==> src/nco_pkg.sv <==
// Constants shared by the oscillator core and its amplitude mapper
package nco_pkg;
	localparam int unsigned ACC_W          = 32;
	localparam int unsigned PHASE_TRUNC_W  = 14;
	localparam int unsigned AMP_W          = 10;
	localparam int unsigned POFF_W         = 5;
	localparam int unsigned IN_WORD_W      = 40;
	localparam int unsigned CNT_W          = 8;
	localparam int unsigned LAT_W          = 5;
	// Field layout of the 40-bit input word
	localparam int unsigned FLD_MULT_EN    = 0;
	localparam int unsigned FLD_PD         = 2;
	localparam int unsigned FLD_PHASE_LSB  = 3;
	localparam int unsigned FLD_FREQ_LSB   = 8;
	// Timing
	localparam int unsigned CORE_HZ        = 10_000_000;
	localparam int unsigned CORE_PERIOD_NS = 100;
	localparam int unsigned MIN_REF_DIRECT_HZ = 1_000_000;
	localparam int unsigned MIN_REF_MULT_HZ   = 5_000_000;
	localparam int unsigned RESUME_NS      = 5_000;
	localparam logic [CNT_W-1:0] GAP_LIMIT_DIRECT = CNT_W'(CORE_HZ / MIN_REF_DIRECT_HZ);
	localparam logic [CNT_W-1:0] GAP_LIMIT_MULT   = CNT_W'(CORE_HZ / MIN_REF_MULT_HZ);
	localparam logic [CNT_W-1:0] RESUME_CYC =
		CNT_W'((RESUME_NS + CORE_PERIOD_NS - 1) / CORE_PERIOD_NS);
	localparam logic [2:0] MULT_FACTOR     = 3'h6;
	localparam logic [LAT_W-1:0] FREQ_LAT  = 5'h12;
	localparam logic [LAT_W-1:0] PHASE_LAT = 5'h0D;
	localparam logic [AMP_W-1:0] AMP_MID   = 10'h200;
	localparam logic [AMP_W-1:0] AMP_MAG_MAX = 10'h1FF;
endpackage

==> src/nco_amp_if.sv <==
// Truncated phase to amplitude path between core and mapper
`timescale 1ns/1ps
interface nco_amp_if;
	import nco_pkg::*;
	logic [PHASE_TRUNC_W-1:0] phase;
	logic [AMP_W-1:0]         amp;
	modport core   (output phase, input amp);
	modport mapper (input phase, output amp);
endinterface

==> src/nco_core.sv <==
// Phase accumulator oscillator core with clock monitor and update staging
`timescale 1ns/1ps
module nco_core
	import nco_pkg::*;
(
	input  wire logic                 core_clk,
	input  wire logic                 rst_n,
	input  wire logic                 reference_clock_in,
	input  wire logic                 word_load_strobe,
	input  wire logic [IN_WORD_W-1:0] load_word,
	input  wire logic                 apply_update_strobe,
	output logic      [AMP_W-1:0]     amp_sample,
	output logic                      amp_sample_valid,
	output logic                      comparator_enable,
	output logic                      power_down,
	output logic                      clock_too_slow,
	output logic                      clock_times_six_multiplier
);
	typedef struct packed {
		logic                 ref_s1, ref_s2, ref_d;
		logic                 ld_s1, ld_s2, ld_d;
		logic [IN_WORD_W-1:0] ld_w1, ld_w2;
		logic                 up_s1, up_s2, up_d;
		logic [IN_WORD_W-1:0] in_word;
		logic [ACC_W-1:0]     stage_freq;
		logic [POFF_W-1:0]    stage_phase;
		logic [LAT_W-1:0]     freq_cnt;
		logic [LAT_W-1:0]     phase_cnt;
		logic [ACC_W-1:0]     ftw;
		logic [POFF_W-1:0]    phase_off;
		logic                 mult_en;
		logic                 pd_bit;
		logic [ACC_W-1:0]     acc;
		logic [CNT_W-1:0]     gap_cnt;
		logic [CNT_W-1:0]     period;
		logic [CNT_W-1:0]     div_cnt;
		logic [2:0]           sub_cnt;
		logic                 slow;
		logic [CNT_W-1:0]     resume_cnt;
		logic [AMP_W-1:0]     sample;
		logic                 sample_valid;
		logic                 comp_en;
		logic                 pd_out;
	} nco_state_t;

	nco_state_t       s_r;
	nco_state_t       s_nxt;
	logic             ref_edge;
	logic             ld_edge;
	logic             upd_edge;
	logic             tick;
	logic             pd_any;
	logic [CNT_W-1:0] gap_limit;
	logic [CNT_W-1:0] step;
	logic [POFF_W-1:0] top_sum;

	nco_amp_if amp_if ();

	nco_sine_map u_map
	(
		.amp_if (amp_if)
	);

	assign ref_edge  = s_r.ref_s2 & ~s_r.ref_d;
	assign ld_edge   = s_r.ld_s2 & ~s_r.ld_d;
	assign upd_edge  = s_r.up_s2 & ~s_r.up_d;
	assign gap_limit = s_r.mult_en ? GAP_LIMIT_MULT : GAP_LIMIT_DIRECT;
	assign step      = (s_r.period / CNT_W'(MULT_FACTOR) == '0) ? CNT_W'(1) : s_r.period / CNT_W'(MULT_FACTOR);
	assign pd_any    = s_r.pd_bit | s_r.slow;
	// Multiplied mode fills each reference period of six or more clocks with six ticks, period/6 clocks apart
	assign tick      = ref_edge | (s_r.mult_en & (s_r.div_cnt + CNT_W'(1) >= step)
		& (s_r.sub_cnt < MULT_FACTOR - 3'h1));
	assign top_sum   = s_r.acc[ACC_W-1 -: POFF_W] + s_r.phase_off;
	assign amp_if.phase = {top_sum, s_r.acc[ACC_W-POFF_W-1 -: PHASE_TRUNC_W-POFF_W]};

	always_comb
	begin
		s_nxt = s_r;
		s_nxt.ref_s1 = reference_clock_in;
		s_nxt.ref_s2 = s_r.ref_s1;
		s_nxt.ref_d  = s_r.ref_s2;
		s_nxt.ld_s1  = word_load_strobe;
		s_nxt.ld_s2  = s_r.ld_s1;
		s_nxt.ld_d   = s_r.ld_s2;
		s_nxt.ld_w1  = load_word;
		s_nxt.ld_w2  = s_r.ld_w1;
		s_nxt.up_s1  = apply_update_strobe;
		s_nxt.up_s2  = s_r.up_s1;
		s_nxt.up_d   = s_r.up_s2;
		s_nxt.sample_valid = 1'b0;
		// Bus synchronised beside the strobe, so it need only be steady at the clock that first samples the rise
		if (ld_edge)
			s_nxt.in_word = s_r.ld_w2;
		// Reference period and gap monitor
		if (ref_edge)
		begin
			s_nxt.gap_cnt = '0;
			s_nxt.period  = s_r.gap_cnt + CNT_W'(1);
			s_nxt.div_cnt = '0;
			s_nxt.sub_cnt = '0;
		end
		else
		begin
			if (s_r.gap_cnt != '1)
				s_nxt.gap_cnt = s_r.gap_cnt + CNT_W'(1);
			if (tick)
			begin
				s_nxt.div_cnt = '0;
				s_nxt.sub_cnt = s_r.sub_cnt + 3'h1;
			end
			else if (s_r.div_cnt != '1)
				s_nxt.div_cnt = s_r.div_cnt + CNT_W'(1);
		end
		if (s_r.gap_cnt >= gap_limit)
		begin
			s_nxt.slow       = 1'b1;
			s_nxt.resume_cnt = '0;
		end
		else if (s_r.slow)
		begin
			s_nxt.resume_cnt = s_r.resume_cnt + CNT_W'(1);
			if (s_r.resume_cnt == RESUME_CYC - CNT_W'(1))
				s_nxt.slow = 1'b0;
		end
		s_nxt.comp_en = ~pd_any;
		// Update: control bits at once, frequency and phase after their latencies
		if (upd_edge)
		begin
			s_nxt.mult_en     = s_r.in_word[FLD_MULT_EN];
			s_nxt.pd_bit      = s_r.in_word[FLD_PD];
			s_nxt.stage_phase = s_r.in_word[FLD_PHASE_LSB +: POFF_W];
			s_nxt.stage_freq  = s_r.in_word[FLD_FREQ_LSB +: ACC_W];
			s_nxt.freq_cnt    = FREQ_LAT;
			s_nxt.phase_cnt   = PHASE_LAT;
		end
		else if (tick && !pd_any)
		begin
			if (s_r.freq_cnt != '0)
				s_nxt.freq_cnt = s_r.freq_cnt - LAT_W'(1);
			if (s_r.freq_cnt == LAT_W'(1))
				s_nxt.ftw = s_r.stage_freq;
			if (s_r.phase_cnt != '0)
				s_nxt.phase_cnt = s_r.phase_cnt - LAT_W'(1);
			if (s_r.phase_cnt == LAT_W'(1))
				s_nxt.phase_off = s_r.stage_phase;
		end
		// Frozen while powered down, settings retained
		if (tick && !pd_any)
		begin
			s_nxt.acc          = s_r.acc + s_r.ftw;
			s_nxt.sample       = amp_if.amp;
			s_nxt.sample_valid = 1'b1;
		end
		// Registered copy so the pin leaves straight from a flop
		s_nxt.pd_out = s_nxt.pd_bit | s_nxt.slow;
	end

	always_ff @(posedge core_clk)
	begin
		if (!rst_n)
		begin
			s_r         <= '0;
			s_r.in_word <= s_r.in_word;
		end
		else
			s_r <= s_nxt;
	end

	assign amp_sample                 = s_r.sample;
	assign amp_sample_valid           = s_r.sample_valid;
	assign comparator_enable          = s_r.comp_en;
	assign power_down                 = s_r.pd_out;
	assign clock_too_slow             = s_r.slow;
	assign clock_times_six_multiplier = s_r.mult_en;
endmodule

==> src/nco_sine_map.sv <==
// Phase to offset-binary sine amplitude, parabolic half-wave shaping
`timescale 1ns/1ps
module nco_sine_map
	import nco_pkg::*;
(
	nco_amp_if.mapper amp_if
);
	logic [12:0]      half;
	logic [25:0]      prod;
	logic [AMP_W-1:0] mag;

	// Parabola 4x(1-x) per half cycle: no table, about 5 % peak error
	always_comb
	begin
		half = amp_if.phase[12:0];
		prod = {13'h0000, half} * (26'h000_2000 - {13'h0000, half});
		mag  = prod[24] ? AMP_MAG_MAX : prod[24:15];
		amp_if.amp = amp_if.phase[13] ? (AMP_MID - mag) : (AMP_MID + mag);
	end
endmodule
==> config.mk <==
export PLATFORM = sky130hd
export DESIGN_NAME = nco_core
export DESIGN_NICKNAME = d
export VERILOG_FILES = /design/src/nco_pkg.sv /design/src/nco_amp_if.sv /design/src/nco_core.sv /design/src/nco_sine_map.sv
export SDC_FILE = /design/constraint.sdc
export NUM_CORES = 1
export LEC_CHECK = 0
export BUFFER_PORTS_ARGS = -buffer_cell sky130_fd_sc_hd__buf_2
export CORE_MARGIN = 3
export CORE_UTILIZATION = 34
export DETAILED_ROUTE_END_ITERATION = 8
export HOLD_SLACK_MARGIN = 0.15
export PLACE_DENSITY = 0.54
export REMOVE_ABC_BUFFERS = 1
export SYNTH_ARGS = -nofsm -noshare
export SYNTH_HDL_FRONTEND = slang
export SYNTH_SLANG_ARGS = --single-unit
==> constraint.sdc <==
create_clock -name core_clk -period 8.83 [get_ports core_clk]
set_input_delay 0.883 -clock core_clk [delete_from_list [all_inputs] [get_ports core_clk]]
set_output_delay 0.883 -clock core_clk [all_outputs]
set_load 0.05 [all_outputs]
==> metrics.txt, run 1 <==
status=finished, final reports clean; Cell variety after synth=just over 80; relative slew slack=0.210; Ports=60; synthesized area per cell=9.42 µm²; clock buffer depth=3; First DRT Iteration DRCs=between 600 and 700; CP Class=reg -> reg; Layout area overhead=10.4%; Slew @ Worst Pin=about 1.2 ns; H-tree depth=1; CP required=9.28 ns; Initial DRT Pass Iterations=5; Synth area leader=dfxtp_1; dpl hpwl=26,400 µm; slowest CP cell=fa_1; largest net degree at the start of global routing=79; clk sinks=292; multi-input logic area=~0.011 mm²; largest driver fanout on the critical path=14; Worst R2R Path Depth=25; Synth warnings=0; MaxCap Viol Count=0; grt total ovfl=0; Starting Density=0.348; synthesized flop and latch total=292; Worst Setup SP=s_r[76]$_SDFFE_PN0P_; clock-pin slew on the worst setup and hold paths=0.07 ns; # diodes=0; worst hold stages=0; layout cells sized above 1=0.0789; global-route wire length before repair=62,700 µm; largest stage delay on the critical path=0.70 ns; reg2reg end=amp_sample[8]$_SDFFE_PN0P_; fillers=5,188; port buffer count=58; worst skew pair latency=approximately 0.57 ns; Routability Congestion=just over 0.8; synth top area cells=dfxtp_1 (28%), fa_1 (15%), ha_1 (8.8%); Pleak=8.82 nW; Post-synth EDFFs=39; total CTS buffers=29; Pwr per Cell Area=142 mW/mm²; postcts setup bufs=0; Yosys top cell area share=0.280; vias in the first global route=12,500; top-count cell post-synth=dfxtp_1; Antenna Nets Post-Route=0; Hold Slack=roughly 0.4 ns; NumNets Final=2,245; worst vdd ir=145 µV; WL final=36,800 µm; DRC viols=0; Primary FF master, synth=dfxtp_1; initial antenna violation count=0; fin crit share=0.922; Critical Path End=amp_sample[8]$_SDFFE_PN0P_; HP Start=s_r[220]$_SDFF_PN0_; Storage cell area=0.00624 mm²; CP Launch Type=flop; CP endpoint kind=flop; die area=0.0561 mm²; cts hold-fix bufs=0; WL/cell=13.9 µm; CTS tree=built; Fin Setup TNS=0 ns; most frequent cells after synthesis=dfxtp_1 (253), inv_1 (188), nand2_1 (162); overall routing resource usage=0.132; CP Data Arrival Time=8.60 ns; hold crit path type=reg -> reg; root buf cell=clkbuf_16; Mapped Area=0.0181 mm²; R2R Path Start=s_r[76]$_SDFFE_PN0P_; clock skew=between 0.01 and 0.015 ns; minimum clock period=8.14 ns; Core Box Area=0.0520 mm²; async set-reset flop share out of synthesis=0; # setup viols final=0; Die Span X=237 µm; CP dominant cell by count=fa_1; post-CTS resize count=0; Max Slew Vio Count=0; RSZ-0062 raised after global routing=no; R2R Setup Slk=0.69 ns; post-synthesis cell count=just under 2,000; cell row count=83; Die Ht=about 240 µm; vias post-DR=12,600; endpoints failing hold=0; post-synthesis sequential area ratio=0.344; Max Fclk=123 MHz; vias per cell=4.75
-- cell type report --
| type | count | area share |
|---|---|---|
| Clock buffer | 42 | 0.0444 |
| Clock inverter | 12 | 0.00463 |
| Inverter | 188 | 0.0354 |
| Multi-Input combinational cell | 1356 | 0.540 |
| Sequential cell | 292 | 0.312 |
| Tap cell | 680 | 0.0426 |
| Timing Repair Buffer | 74 | 0.0207 |
-- registers in the layout, summed over array words and instances (netlist names) --
name,flops
s_r,223
s_nxt,45
amp_sample,10
amp_if.phase,9
amp_sample_valid,1
clock_times_six_multiplier,1
clock_too_slow,1
comparator_enable,1
power_down,1
-- stage by stage --
| step | std cells | utilization | cell area (µm²) | worst slack (ns) | power, mW |
|---|---|---|---|---|---|
| after floorplan | 1836 | - | 17700 | 1.29 | 1.57 |
| after global placement | 2590 | 0.365 | 19000 | 0.847 | 1.63 |
| after detailed placement | 2590 | 0.365 | 19000 | 0.744 | 1.63 |
| after CTS | 2644 | 0.384 | 20000 | 0.692 | 2.88 |
| after global routing | 2644 | 0.384 | 20000 | 0.155 | 2.96 |
| final | 2644 | 0.384 | 20000 | 0.685 | 2.83 |
-- placed cells by master (no fill, tap or decap), types with 40 or more instances in the layout --
cell      instances
nand3_1          40
a21oi_1         118
ha_1            127
mux2i_1          47
fa_1            132
nor2_1          128
dfxtp_1         253
and2_1          103
xnor2_1          51
inv_1           187
nand2_1         161
buf_2            57
nand2b_1        106
nor2b_1          40
-- per-layer routing --
layer / vias up / GRT usage / share of wire / routed length [µm]
met5: - / 0 / 0 / 0
met4: 0 / 0.0293 / 0.016 / 583
met3: 31 / 0.0144 / 0.031 / 1130
met2: 161 / 0.225 / 0.46 / 17100
met1: 5993 / 0.181 / 0.49 / 18000
li1: 6369 / - / - / -
-- power breakdown --
part	total (mW)	internal, mW	switching [mW]
clock	1.23	0.707	0.526
sequential	1.40	1.38	0.0196
combinational	0.202	0.0770	0.125
-- cells by family (layout without fill, tap and decap cells) --
group	Yosys count	in the layout	synth area share
buffers and inverters	284	316	0.0620
flip-flops	292	292	0.344
AO/OA/AOI/OAI	294	294	0.107
adder cells (fa/ha/maj)	259	259	0.234
AND/OR/NAND/NOR	672	672	0.191
other	2	11	0.000415
multiplexers	49	49	0.0272
XOR/XNOR	71	71	0.0343
-- worst min path at each step --
| stage | end | slack (ns) |
|---|---|---|
| 3_3_place_gp | s_r[167]$_DFFE_PP_ | 0.39 |
| 4_1_cts | s_r[177]$_DFFE_PP_ | 0.40 |
| 3_5_place_dp | s_r[167]$_DFFE_PP_ | 0.39 |
| 5_1_grt | s_r[177]$_DFFE_PP_ | 0.40 |
| 6_report | s_r[177]$_DFFE_PP_ | 0.40 |
| 2_1_floorplan | s_r[167]$_DFFE_PP_ | 0.39 |
-- critical path: cells and delay by family, from the launching register on --
family	cells	cell delay [ns]
AND/OR/NAND/NOR	10	2.71
flip-flops	1	0.35
buffers and inverters	3	0.16
AO/OA/AOI/OAI	2	0.32
adder cells (fa/ha/maj)	10	4.49
Power figures use the tool's default switching activity.
==> run 2, diff against run 1 <==
--- a/config.mk
+++ b/config.mk
@@ -7,10 +7,10 @@
 export LEC_CHECK = 0
 export BUFFER_PORTS_ARGS = -buffer_cell sky130_fd_sc_hd__buf_2
 export CORE_MARGIN = 3
-export CORE_UTILIZATION = 34
+export CORE_UTILIZATION = 56
 export DETAILED_ROUTE_END_ITERATION = 8
 export HOLD_SLACK_MARGIN = 0.15
-export PLACE_DENSITY = 0.54
+export PLACE_DENSITY = 0.78
 export REMOVE_ABC_BUFFERS = 1
 export SYNTH_ARGS = -nofsm -noshare
 export SYNTH_HDL_FRONTEND = slang
==> metrics.txt, run 2 (synthesized netlist as in run 1, its figures left out) <==
relative slew slack=0.207 (-0.00243); final instance area=0.0196 mm² (-2.0%); DRC viols=0 (unchanged); largest stage delay on the critical path=0.69 ns (about the same); R2R Setup Slk=0.50 ns (-0.18 ns); Internal Power=2.14 mW (-1.2%); hold crit path type=reg -> reg; dpl hpwl=25,300 µm (-4.3%); Die Ht=186 µm (-22%); largest driver fanout on the critical path=14 (unchanged); MaxCap Viol Count=0 (unchanged); R2R Path Start=s_r[76]$_SDFFE_PN0P_; CP endpoint kind=flop; GR Util met1=0.285 (+0.104); CP top delay family=adder cells; most frequent cells in the layout=dfxtp_1 (253), inv_1 (187), nand2_1 (161); Max Slew Vio Count=0 (unchanged); die area=0.0345 mm² (-38%); root buf cell=clkbuf_16; minimum clock period=8.33 ns (+0.184 ns); clock buffer depth=3 (unchanged); CP required=9.25 ns (-0.03 ns); CTS tree=built; most common cell after layout, fill and taps aside=dfxtp_1; worst vdd ir=152 µV (+4.5%); number of flip-flops under the largest register name=223 (unchanged); sw frac=0.230 (-0.00611); Initial DRT Pass Iterations=5 (unchanged); WL/cell=14.9 µm (+6.9%); Antenna Nets Post-Route=0 (unchanged); worst hold stages=0 (unchanged); Seq pwr share=0.504 (+0.010); Die Span X=186 µm (-22%); CP Launch Type=flop; layout cells sized above 1=0.0770 (-0.00192); cell row count=65 (-22%); Critical Path End=amp_sample[8]$_SDFFE_PN0P_; CP Data Arrival Time=8.75 ns (+0.15 ns); grt total ovfl=0 (unchanged); clk sinks=292 (unchanged); fin crit share=0.943 (+0.0208); vias in the first global route=13,200 (+4.9%); overall routing resource usage=0.211 (+0.0790); combinational share of power=0.073 (+0.002); Pleak=8.80 nW (-0.25%); slowest CP cell=fa_1; cts hold-fix bufs=0 (unchanged); Pwr per Cell Area=142 mW/mm² (about the same); clock skew=0.0174 ns (+0.00297 ns); initial antenna violation count=0 (unchanged); CP Class=reg -> reg; postcts setup bufs=0 (unchanged); largest net degree at the start of global routing=77 (-2.5%); port buffer count=58 (unchanged); NumNets Final=2,244 (-0.045%); Worst Setup SP=s_r[76]$_SDFFE_PN0P_; Starting Density=0.571 (+0.223); vias post-DR=12,900 (+2.6%); clock-pin slew on the worst setup and hold paths=0.07 ns (about the same); Core Box Area=0.0317 mm² (-39%); placed cell area=0.0187 mm² (-1.8%); Worst R2R Path Depth=27 (+8.0%); Ports=60 (unchanged); global-route wire length before repair=61,300 µm (-2.3%); reg2reg end=amp_sample[8]$_SDFFE_PN0P_; # setup viols final=0 (unchanged); WL final=35,200 µm (-4.4%); HP Start=s_r[215]$_SDFF_PN0_; Fin Setup TNS=0 ns (unchanged); critical path depth=27 (+8.0%); RSZ-0062 raised after global routing=no; Largest Register=s_r; # diodes=0 (unchanged); Layout area overhead=8.18%; grt met3 use=0.0244 (+0.00999); status=finished, final reports clean; met2 Use GR=0.362 (+0.137); Slew @ Worst Pin=1.18 ns (+0.00362 ns); endpoints failing hold=0 (unchanged); Net Sw Power=640 µW (-4.5%); Bufs and invs on worst path=3 (unchanged); clock power share=0.423 (-0.012); total CTS buffers=27 (-6.9%); First DRT Iteration DRCs=860 (+40%); vias per cell=5.45 (+15%); H-tree depth=1 (unchanged); worst skew pair latency=0.55 ns (-0.02 ns); Max Fclk=120 MHz (-2.2%); grt peak-use layer=met2; Routability Congestion=0.897 (+9.4%); CP dominant cell by count=fa_1
run 2: cell types whose count changed in the layout (fill, tap and decap cells not counted), moves of 2 or more:
cell,delta
inv_4,-2
bufinv_16,+2
clkbuf_16,-5
clkinvlp_4,+2
run 2: through the flow:
stage / instances / setup WS, ns / hold slack (ns) / utilization / power, mW
after detailed placement: 2313 / 0.626 / 0.389 / 0.588 / 1.63
after global routing: 2363 / 0.0174 / 0.398 / 0.618 / 2.89
after CTS: 2363 / 0.590 / 0.400 / 0.617 / 2.80
after global placement: 2313 / 0.759 / 0.386 / 0.588 / 1.62
final: 2363 / 0.502 / 0.399 / 0.618 / 2.78
after floorplan: 1836 / 1.29 / 0.386 / - / 1.57
run 2: how the worst min path moves through the flow:
stage | to | slack (ns)
after floorplan | s_r[167]$_DFFE_PP_ | 0.39
after global placement | s_r[179]$_DFFE_PP_ | 0.39
after CTS | s_r[185]$_DFFE_PP_ | 0.40
final | s_r[172]$_DFFE_PP_ | 0.40
after global routing | s_r[177]$_DFFE_PP_ | 0.40
after detailed placement | s_r[172]$_DFFE_PP_ | 0.39
run 2: timing repair:
item,4_1_cts,5_1_grt
endpoints found under the setup margin,0,2
resized for setup,0,1
endpoints found under the hold margin,0,0
run 2: routing by layer:
layer  part of all wire  wire [µm]  up-vias
li1                   -          -     6376
met1               0.45      15900     6124
met2               0.48      16700      312
met3              0.048       1680       63
met4              0.025        874        0
met5                  0          0        -
run 2: area by class of cell:
class | instances | area [µm²]
Clock buffer | 38 | 777
Clock inverter | 12 | 145
Fill cell | 2664 | 12100
Tap cell | 402 | 503
Multi-Input combinational cell | 1356 | 10800
Timing Repair Buffer | 75 | 418
Inverter | 188 | 707
Sequential cell | 292 | 6240
run 2: power groups by stage:
stage / Combinational [mW] / Clock, mW / Sequential [mW]
after floorplan: 0.131 / 0 / 1.43
after global placement: 0.194 / 0 / 1.43
after detailed placement: 0.201 / 0 / 1.43
after CTS: 0.203 / 1.20 / 1.40
after global routing: 0.230 / 1.25 / 1.40
final: 0.203 / 1.17 / 1.40
run 2: worst reg2reg max path, stage by stage, from the launching register on:
cell	delay (ns)
dfxtp_1	0.33
ha_1	0.23
fa_1	0.69
or4_1	0.61
nor3_1	0.17
ha_1	0.39
nand2b_1	0.23
fa_1	0.48
inv_1	0.05
fa_1	0.49
fa_1	0.51
inv_1	0.05
fa_1	0.47
inv_1	0.06
fa_1	0.48
ha_1	0.33
nand4_1	0.22
or2_0	0.28
a21oi_1	0.20
o21ba_1	0.21
or4_1	0.26
nand2_1	0.27
a21oi_1	0.28
ha_1	0.22
nand3b_1	0.14
nor2_1	0.29
a211oi_1	0.12
nand3b_1	0.16
==> run 3, diff against run 2 <==
--- a/config.mk
+++ b/config.mk
@@ -9,6 +9,7 @@
 export CORE_MARGIN = 3
 export CORE_UTILIZATION = 56
 export DETAILED_ROUTE_END_ITERATION = 8
+export GPL_TIMING_DRIVEN = 0
 export HOLD_SLACK_MARGIN = 0.15
 export PLACE_DENSITY = 0.78
 export REMOVE_ABC_BUFFERS = 1
==> metrics.txt, run 3 (synthesized netlist as in run 1, its figures left out) <==
status=finished, final reports clean; Worst Setup SP=s_r[76]$_SDFFE_PN0P_; DRC viols=0 (unchanged); Die Ht=186 µm (unchanged); clock buffer depth=3 (unchanged); cts hold-fix bufs=0 (unchanged); hold crit path type=reg -> reg; Hold Slack=0.399 ns (-0.000186 ns); Max Slew Vio Count=0 (unchanged); dpl hpwl=25,200 µm (-0.32%); cell row count=65 (unchanged); Core Box Area=0.0317 mm² (unchanged); CTS tree=built; Critical Path End=amp_sample[8]$_SDFFE_PN0P_; Fin Setup TNS=0 ns (unchanged); Ports=60 (unchanged); initial antenna violation count=0 (unchanged); largest net degree at the start of global routing=120 (+56%); relative slew slack=0.213 (+0.00530); placed cell area=0.0187 mm² (about the same); Routability Congestion=0.976 (+8.8%); clock skew=0.0189 ns (+0.00149 ns); CP Launch Type=flop; vias in the first global route=12,700 (-3.3%); number of flip-flops under the largest register name=223 (unchanged); Post-Layout Cell Count=2,352 (-0.47%); die area=0.0345 mm² (unchanged); # diodes=0 (unchanged); final instance area=0.0196 mm² (+0.13%); clock-pin slew on the worst setup and hold paths=0.08 ns (about the same); clk sinks=292 (unchanged); vias post-DR=12,800 (-0.71%); Max Fclk=120 MHz (+0.29%); Layout area overhead=8.32%; most frequent cells in the layout=dfxtp_1 (252), inv_1 (187), nand2_1 (160); WL/cell=15.1 µm (+1.3%); R2R Setup Slk=0.53 ns (+0.02 ns); CP required=9.30 ns (+0.05 ns); grt total ovfl=0 (unchanged); Pwr per Cell Area=142 mW/mm² (+0.12%); Post-Place Cells=2,302 (-0.48%); largest driver fanout on the critical path=14 (unchanged); First DRT Iteration DRCs=666 (-23%); reg2reg end=amp_sample[8]$_SDFFE_PN0P_; postcts setup bufs=0 (unchanged); R2R Path Start=s_r[76]$_SDFFE_PN0P_; final core utilization=0.618 (+0.000789); fillers=2,567 (-3.6%); CP Class=reg -> reg; Starting Density=0.571 (unchanged); CP Data Arrival Time=8.77 ns (+0.02 ns); overall routing resource usage=0.209 (-0.00250); RSZ-0062 raised after global routing=no; H-tree depth=1 (unchanged); layout cells sized above 1=0.0738 (-0.00316); Initial DRT Pass Iterations=5 (unchanged); worst skew pair latency=0.55 ns (about the same); total CTS buffers=27 (unchanged); NumNets Final=2,233 (-0.49%); most common cell after layout, fill and taps aside=dfxtp_1; Antenna Nets Post-Route=0 (unchanged); vias per cell=5.43 (-0.25%); Die Span X=186 µm (unchanged); minimum clock period=8.30 ns (-0.0239 ns); fin crit share=0.940 (-0.00271); endpoints failing hold=0 (unchanged); root buf cell=clkbuf_16; Slew @ Worst Pin=1.17 ns (-0.00790 ns); port buffer count=58 (unchanged); MaxCap Viol Count=0 (unchanged); WL final=35,500 µm (+0.82%); # setup viols final=0 (unchanged); worst vdd ir=197 µV (+30%); global-route wire length before repair=60,600 µm (-1.2%); Largest Register=s_r; CP endpoint kind=flop; Pleak=8.77 nW (-0.33%); Worst R2R Path Depth=27 (unchanged)
[run 3: layer usage]
metal,global-route usage,vias up,routed length (µm)
li1,-,6362,-
met1,0.286,6090,16300
met2,0.361,266,16900
met3,0.0172,65,1450
met4,0.0527,0,844
met5,0,-,0
[run 3: worst min path at each step]
stage,start,to,slack (ns),depth (start not counted)
after CTS,s_r[236]$_SDFF_PN0_,s_r[193]$_DFFE_PP_,0.40,0
after global placement,s_r[222]$_SDFF_PN0_,s_r[179]$_DFFE_PP_,0.39,0
after global routing,s_r[228]$_SDFF_PN0_,s_r[185]$_DFFE_PP_,0.41,0
after floorplan,s_r[210]$_SDFF_PN0_,s_r[167]$_DFFE_PP_,0.39,0
after detailed placement,s_r[210]$_SDFF_PN0_,s_r[167]$_DFFE_PP_,0.39,0
final,s_r[223]$_SDFF_PN0_,s_r[180]$_DFFE_PP_,0.40,0
[run 3: where the power goes]
| group | internal [mW] | leakage, nW | total (mW) | switching, mW |
|---|---|---|---|---|
| clock network | 0.676 | 0.432 | 1.18 | 0.504 |
| registers | 1.38 | 2.47 | 1.40 | 0.0198 |
| logic | 0.0795 | 5.87 | 0.204 | 0.125 |
[run 3: area by class of cell]
class / count / area (µm²) / share of cell area
clock inverter: 17 / 198 / 0.0101
multi-input combinational: 1356 / 10800 / 0.552
timing repair buffer: 64 / 425 / 0.0217
tap: 402 / 503 / 0.0256
clock buffer: 33 / 718 / 0.0366
inverter: 188 / 708 / 0.0361
sequential: 292 / 6240 / 0.318
[run 3: metrics by stage]
step           worst slack (ns)  power (mW)
4_1_cts                   0.217        2.81
3_3_place_gp              0.423        1.62
3_5_place_dp              0.275        1.63
5_1_grt                  0.0882        2.88
6_report                  0.525        2.78
2_1_floorplan              1.29        1.57
[run 3: timing repair]
| action | in CTS | in global routing |
|---|---|---|
| endpoints found under the setup margin | 0 | 5 |
| gates resized for setup | 0 | 5 |
| hold endpoints to repair | 0 | 0 |
[run 3: critical path: stages (launching register included)]
cell and delay, ns:
dfxtp_1 0.40, ha_1 0.21, fa_2 0.58, or4_1 0.58, nor3_1 0.20, ha_1 0.41, nand2b_1 0.23, fa_1 0.51
inv_1 0.06, fa_1 0.50, fa_1 0.51, inv_1 0.05, fa_1 0.47, inv_1 0.05, fa_1 0.47, ha_1 0.34
a21oi_1 0.18, o21a_1 0.18, a21oi_1 0.09, o21ba_1 0.23, or4_1 0.67, nand2_2 0.25, a21oi_1 0.09, ha_1 0.22
nand3b_1 0.14, nor2_1 0.11, a211oi_1 0.32, nand3b_1 0.18
